===== config.mk =====
export PLATFORM = sky130hd
export DESIGN_NAME = rmis_top
export DESIGN_NICKNAME = d
export VERILOG_FILES = /design/src/rmis_pkg.sv /design/src/rmis_sel_mux.sv /design/src/rmis_code_reg.sv /design/src/rmis_top.sv
export VERILOG_INCLUDE_DIRS = /design/src
export SDC_FILE = /design/constraint.sdc
export NUM_CORES = 1
export LEC_CHECK = 0
export BUFFER_PORTS_ARGS = -buffer_cell sky130_fd_sc_hd__buf_2
export CORE_UTILIZATION = 38
export CTS_CLUSTER_DIAMETER = 100
export CTS_CLUSTER_SIZE = 24
export DETAILED_ROUTE_END_ITERATION = 8
export HOLD_SLACK_MARGIN = 0.05
export MAX_ROUTING_LAYER = met4
export PLACE_DENSITY = 0.77
export SYNTH_ARGS = -nofsm -noshare
export SYNTH_HDL_FRONTEND = slang
export SYNTH_HIERARCHICAL = 1
export SYNTH_SLANG_ARGS = --single-unit

===== constraint.sdc =====
create_clock -name i_sys_clk -period 3.4 [get_ports i_sys_clk]
set_input_delay 0.68 -clock i_sys_clk [delete_from_list [all_inputs] [get_ports i_sys_clk]]
set_output_delay 0.68 -clock i_sys_clk [all_outputs]
set_load 0.03 [all_outputs]

===== src/rmis_params.svh =====
/*
 * Constants for the remappable input select block: register offsets,
 * field layout, reset values and select codes.
 * Assumes a 32-bit Avalon-MM register bus with word addresses in bytes.
 */
`ifndef RMIS_PARAMS_SVH
`define RMIS_PARAMS_SVH

`define RMIS_NUM_PINS 16
`define RMIS_CODE_W 5
`define RMIS_CAP7_OFS 4'h0
`define RMIS_FLTA_OFS 4'h4
`define RMIS_CODE_LSB 0
`define RMIS_CODE_MSB 4
`define RMIS_CODE_RST 5'h1f
`define RMIS_CODE_GND 5'h1f
`define RMIS_CODE_MAXPIN 5'h0f
`define RMIS_ZERO_32 32'h0000_0000
`define RMIS_BAD_RESP 2'h2
`define RMIS_OK_RESP 2'h0

`endif


===== src/rmis_pkg.sv =====
/*
 * Types shared by the remappable input select block.
 * Assumes the params header is included by each user file.
 */
package rmis_pkg;
   typedef logic [4:0] rmis_code_t;
   // One bus request as seen by the register file
   typedef struct packed {
      logic [3:0] addr;
      logic rd;
      logic wr;
      logic [31:0] wdata;
      logic [3:0] be;
   } rmis_req_s;
   typedef enum logic [0:0] {
      RMIS_IDLE = 1'b0,
      RMIS_RESP = 1'b1
   } rmis_state_e;
endpackage


===== src/rmis_sel_mux.sv =====
/*
 * One selection multiplexer: picks a remappable pin by code or ground.
 * Assumes pin inputs are synchronous to the system clock.
 */
`include "rmis_params.svh"

module rmis_sel_mux (
   input wire logic [15:0] i_pins,
   input wire rmis_pkg::rmis_code_t i_code,
   output logic o_sel
);
   // All-ones ties low, low codes pick the pin, other codes also read low
   always_comb begin
      if (i_code == `RMIS_CODE_GND) begin
         o_sel = 1'b0;
      end else if (i_code <= `RMIS_CODE_MAXPIN) begin
         o_sel = i_pins[i_code[3:0]];
      end else begin
         o_sel = 1'b0;
      end
   end
endmodule


===== src/rmis_code_reg.sv =====
/*
 * One five-bit selection code register with byte-lane write.
 * Assumes the caller decodes the address into a write strobe.
 */
`include "rmis_params.svh"

module rmis_code_reg (
   input wire logic i_sys_clk,
   input wire logic i_reset,
   input wire logic i_wr,
   input wire logic [4:0] i_wdata,
   output rmis_pkg::rmis_code_t o_code
);
   rmis_pkg::rmis_code_t code_q;
   rmis_pkg::rmis_code_t code_d;

   // Next code: takes the written value, else holds
   always_comb begin
      code_d = code_q;
      if (i_wr) begin
         code_d = i_wdata;
      end
   end

   // Resets to the ground code so no pin drives a peripheral at start
   always_ff @(posedge i_sys_clk or posedge i_reset) begin
      if (i_reset) begin
         code_q <= `RMIS_CODE_RST;
      end else begin
         code_q <= code_d;
      end
   end

   assign o_code = code_q;
endmodule


===== src/rmis_top.sv =====
/*
 * Remappable input select: two code registers on Avalon-MM steer
 * remappable pins onto the capture channel seven input and the compare
 * group A fault input.
 * Assumes pins are already synchronous to i_sys_clk; one clock domain.
 */
`include "rmis_params.svh"

// What this block does
// - Register ten holds a five-bit pin code in bits 4-0 for capture seven.
// - The all-ones code ties the chosen peripheral input to ground.
// - Codes 0 to 15 connect the input to the pin with that index.
// - Unused bits of both select registers read as zero.
// - Register eleven holds a five-bit code in bits 4-0 for fault A.
module rmis_top (
   input wire logic i_sys_clk,
   input wire logic i_reset,
   input wire logic [3:0] i_avs_address,
   input wire logic i_avs_read,
   input wire logic i_avs_write,
   input wire logic [31:0] i_avs_writedata,
   input wire logic [3:0] i_avs_byteenable,
   output logic [31:0] o_avs_readdata,
   output logic o_avs_waitrequest,
   output logic [1:0] o_avs_response,
   input wire logic [15:0] i_remappable_pin_n,
   output logic o_capture_channel_seven,
   output logic o_compare_group_a_fault
);
   rmis_pkg::rmis_req_s req;
   rmis_pkg::rmis_state_e state_q;
   rmis_pkg::rmis_state_e state_d;
   logic [31:0] rdata_q;
   logic [31:0] rdata_d;
   logic [1:0] resp_q;
   logic [1:0] resp_d;
   logic hit_cap7;
   logic hit_flta;
   logic wr_cap7;
   logic wr_flta;
   rmis_pkg::rmis_code_t capture_seven_pin_code;
   rmis_pkg::rmis_code_t compare_fault_a_pin_code;

   // Bundle the bus request
   always_comb begin
      req.addr = i_avs_address;
      req.rd = i_avs_read;
      req.wr = i_avs_write;
      req.wdata = i_avs_writedata;
      req.be = i_avs_byteenable;
   end

   // Address decode
   always_comb begin
      hit_cap7 = 1'b0;
      hit_flta = 1'b0;
      if (req.addr == `RMIS_CAP7_OFS) begin
         hit_cap7 = 1'b1;
      end else if (req.addr == `RMIS_FLTA_OFS) begin
         hit_flta = 1'b1;
      end
   end

   // Write commits at the accept edge only, where waitrequest is low, so
   // a master that aborts during the wait cycle leaves the code unchanged
   assign wr_cap7 = req.wr && hit_cap7 && req.be[0] &&
      (state_q == rmis_pkg::RMIS_RESP);
   assign wr_flta = req.wr && hit_flta && req.be[0] &&
      (state_q == rmis_pkg::RMIS_RESP);

   rmis_code_reg u_cap7_reg (
      .i_sys_clk(i_sys_clk),
      .i_reset(i_reset),
      .i_wr(wr_cap7),
      .i_wdata(req.wdata[`RMIS_CODE_MSB:`RMIS_CODE_LSB]),
      .o_code(capture_seven_pin_code)
   );

   rmis_code_reg u_flta_reg (
      .i_sys_clk(i_sys_clk),
      .i_reset(i_reset),
      .i_wr(wr_flta),
      .i_wdata(req.wdata[`RMIS_CODE_MSB:`RMIS_CODE_LSB]),
      .o_code(compare_fault_a_pin_code)
   );

   // Mux outputs are combinational so a new code acts at once
   rmis_sel_mux u_cap7_mux (
      .i_pins(i_remappable_pin_n),
      .i_code(capture_seven_pin_code),
      .o_sel(o_capture_channel_seven)
   );

   rmis_sel_mux u_flta_mux (
      .i_pins(i_remappable_pin_n),
      .i_code(compare_fault_a_pin_code),
      .o_sel(o_compare_group_a_fault)
   );

   // Bus sequencer: one wait cycle, then answer with registered data
   always_comb begin
      state_d = state_q;
      rdata_d = rdata_q;
      resp_d = resp_q;
      case (state_q)
         rmis_pkg::RMIS_IDLE: begin
            if (req.rd || req.wr) begin
               state_d = rmis_pkg::RMIS_RESP;
               rdata_d = `RMIS_ZERO_32;
               resp_d = `RMIS_OK_RESP;
               if (hit_cap7) begin
                  rdata_d[`RMIS_CODE_MSB:`RMIS_CODE_LSB] =
                     capture_seven_pin_code;
               end else if (hit_flta) begin
                  rdata_d[`RMIS_CODE_MSB:`RMIS_CODE_LSB] =
                     compare_fault_a_pin_code;
               end else begin
                  resp_d = `RMIS_BAD_RESP; // Unmapped: slave error, zero data
               end
               if (req.wr) begin
                  rdata_d = `RMIS_ZERO_32;
               end
            end
         end
         rmis_pkg::RMIS_RESP: begin
            state_d = rmis_pkg::RMIS_IDLE;
         end
         default: begin
            state_d = rmis_pkg::RMIS_IDLE;
         end
      endcase
   end

   always_ff @(posedge i_sys_clk or posedge i_reset) begin
      if (i_reset) begin
         state_q <= rmis_pkg::RMIS_IDLE;
         rdata_q <= `RMIS_ZERO_32;
         resp_q <= `RMIS_OK_RESP;
      end else begin
         state_q <= state_d;
         rdata_q <= rdata_d;
         resp_q <= resp_d;
      end
   end

   // Waitrequest drops in the answer cycle; low when idle per Avalon
   assign o_avs_waitrequest = (req.rd || req.wr) &&
      (state_q == rmis_pkg::RMIS_IDLE);
   assign o_avs_readdata = rdata_q;
   assign o_avs_response = resp_q;
endmodule


==> Implementation_results.wiki <==
{| class="wikitable"
! Metric !! Value
|-
| Outcome || finished, final reports clean
|-
| Unique masters post-synth || 26
|-
| Wire length of the first global-routing pass || 3890 µm
|-
| Root Buffer Master || clkbuf_4
|-
| Worst-case headroom to the max-slew limit || 44.3%
|-
| Register-to-register setup slack || 1.80 ns
|-
| Antenna Diode Count || 0
|-
| Synthesized netlist cell count || 117
|-
| Peak clock frequency supported by timing || 0.362 GHz
|-
| Global placer's final weighted congestion || 0.830
|-
| Final sum of negative setup slack || 0 ns
|-
| Setup repair after global routing missed its margin || false
|-
| CP Cell Sequence || mux4_1 > or2_0 > nand4_1 > a21oi_1 > buf_2
|-
| Overall die area || 3650 µm²
|-
| Period utilisation layout || 81.2%
|-
| Starting Density || 41.1%
|-
| DR WL/cell || 12.4 µm
|-
| Number of buffers inserted to repair setup after CTS || 0
|-
| Post-layout net count || 214
|-
| Area taken by multi-input logic gates || 673 µm²
|-
| Horizontal extent of the die || 60.4 µm
|-
| Antenna violations before repair || 0
|-
| Smallest hold slack || 0.339 ns
|-
| Via count of the first global-routing pass || 836
|-
| Utilization of the core after routing || 44.9%
|-
| Number of flip-flops and latches in the synthesized netlist || 17
|-
| Mapped cell area || 1300 µm²
|-
| Port Buffers || 38
|-
| YS warnings || 6
|-
| Io pins || 97
|-
| Vertical die dimension || 60.4 µm
|-
| Max-cap violation count || 0
|-
| Number of hold violations in the final report || 0
|-
| Total routing resource utilization after global routing || 15.2%
|-
| Total via count after detailed routing || 927
|-
| Clock tree from TritonCTS || done
|-
| Initial drt markers || 10
|-
| Critical Path Source Type || register
|-
| Count of clock tree sinks || 17
|-
| WS Path Type || register to output pin
|-
| Synth Area per Inst || 11.1 µm²
|-
| Num CTS Buffers || 3
|-
| Largest net degree at the start of global routing || 10
|-
| Pwr per Cell Area || 398 nW/µm²
|-
| Total half-perimeter wirelength after legalization and detailed placement || 1980 µm
|-
| # H-tree levels || 1
|-
| Drc violations || 0
|-
| Final Max Tran Viols || 0
|-
| CTS Hold Buffers Added || 0
|-
| Finish-stage setup viols || 0
|-
| Slew at the pin closest to its max-slew limit || 0.828 ns
|-
| Residual overflow from global routing || 0
|-
| Register area share after synthesis || 33.8%
|-
| Number of buffers on the longest clock path || 2
|-
| Layout Skew || 0.00241 ns
|-
| Area Overhead vs Synth || 9.27%
|-
| First-pass iteration count of the detailed router || 4
|-
| Detail Route Antenna Nets || 0
|-
| P_leak || 0.000660 µW
|-
| Vias per Instance || 4.71
|-
| CTS clock-pin slew for the worst setup and hold paths || 0.09 ns
|-
| Kind of end point of the critical path || output pin
|-
| Post-layout instance area || 1420 µm²
|-
| Worst-path fanout max || 9
|-
| Skew-Pair Late Insertion Delay || 0.28 ns
|-
| Min-Delay Path Class || input port to async pin
|-
| Std cell rows || 20
|-
| Share of post-route cells with drive strength above 1 || 44.4%
|-
| Number of gates resized after cts || 0
|-
| Worst Setup Slack, final || 0.639 ns
|-
| Setup WS pre-CTS || 0.870 ns
|-
| Min cycle time layout || 2.76 ns
|-
| Area of all sequential standard cells || 438 µm²
|-
| Largest voltage drop on the vdd net || 0.189 mV
|-
| CP max stage delay || 0.66 ns
|-
| # fillers || 314
|-
| Worst Path Required || 2.72 ns
|-
| Arrival time at the worst endpoint || 2.08 ns
|-
| Total Wirelength || 2440 µm
|-
| Slowest cell on the critical path || dfstp_2
|-
| Instance area at placement || 1390 µm²
|-
| Standard cell core area || 3150 µm²
|}
-- registers in the layout, indices dropped and copies added (netlist names) --
signal and count:
o_avs_readdata 5, u_cap7_reg/o_code 5, o_avs_response 1, state_q 1
u_flta_reg/o_code 5
-- cells in the mapped netlist, drive strengths merged --
library cell  instances  area, µm²
buf                  32        249
mux2                 13        146
dfstp                10        263
inv                   9       33.8
mux2i                 9       90.1
dfrtp                 7        175
o32ai                 5       43.8
mux4                  4        105
nand3                 3       15.0
a2111oi               2       17.5
a21oi                 2       10.0
and2b                 2       17.5
nand3b                2       15.0
nand4                 2       12.5
nor2b                 2       12.5
nor3                  2       10.0
nor3b                 2       15.0
or2                   2       12.5
or4                   2       15.0
clkbuf                1       3.75
conb                  1       3.75
o21ba                 1       10.0
or3                   1       11.3
or3b                  1       8.76
-- metal layers --
metal | vias to the layer above | wire length [µm] | GRT usage, % | share of wire [%]
li1 | 438 | - | - | -
met1 | 442 | 1070 | 19.4 | 44
met2 | 47 | 1210 | 25.0 | 49
met3 | 0 | 163 | 2.99 | 6.7
met4 | 0 | 0 | 2.99 | 0
met5 | - | 0 | - | 0
-- cells by family (layout without fill, tap and decap cells) --
logic type	count (synthesis)	in the layout	share of synthesized area [%]
multiplexers	26	26	26.4
flip-flops	17	17	33.8
AO/OA/AOI/OAI	10	10	6.27
buffers and inverters	42	51	22.1
other	1	28	0.289
AND/OR/NAND/NOR	21	21	11.2
-- worst paths after layout --
| path | from | end | depth (start not counted) |
|---|---|---|---|
| max in group asynchronous | i_reset | u_flta_reg/o_code[4]$_DFFE_PP1P_ | 2 |
| hold reg to reg | o_avs_response[1]$_DFFE_PP0P_ | o_avs_response[1]$_DFFE_PP0P_ | 1 |
| setup / recovery | u_flta_reg/o_code[0]$_DFFE_PP1P_ | o_compare_group_a_fault | 5 |
| hold / removal | i_reset | o_avs_readdata[1]$_DFFE_PP0P_ | 2 |
| min in group i_sys_clk | o_avs_response[1]$_DFFE_PP0P_ | o_avs_response[1]$_DFFE_PP0P_ | 1 |
| setup reg to reg | state_q$_DFF_PP0_ | u_flta_reg/o_code[4]$_DFFE_PP1P_ | 3 |
-- cells in the final DEF (no fill, tap or decap) --
master and n:
buf_2 38, conb_1 28, mux2_2 13, dfstp_2 10, mux2i_1 9, inv_1 9
dfrtp_1 7, o32ai_1 5, mux4_1 4, nand3_1 3, clkbuf_4 3, nor3_1 2
nand3b_1 2, or2_0 2, nand4_1 2, nor3b_1 2, and2b_2 2, a2111oi_0 2
nor2b_1 2, or4_1 2, a21oi_1 2, o21ba_2 1, or3_4 1, or3b_1 1
clkbuf_1 1
-- critical path: cells and delay by family, from the launching register on --
family,cells,cell delay [ns]
AO/OA/AOI/OAI,1,0.07
buffers and inverters,1,0.17
flip-flops,1,0.66
multiplexers,1,0.58
AND/OR/NAND/NOR,2,0.31
-- stage by stage --
stage	instances	power, µW
after CTS	197	571
after floorplan	144	444
after detailed placement	193	464
after global routing	197	604
final	197	564
after global placement	193	461
-- report_power, final --
| part | internal [µW] | switching (µW) | total [µW] |
|---|---|---|---|
| Sequential | 235 | 32.9 | 268 |
| Combinational | 79.6 | 112 | 191 |
| Clock | 45.5 | 59.4 | 105 |
-- area by class of cell --
class                   count  area share, %
well taps                  44           3.89
multi-input cells          85           47.5
clock buffers               4           1.86
inverters                   9           2.39
flip-flops and latches     17           30.9
repair buffers             38           13.4
Power figures use the tool's default switching activity.
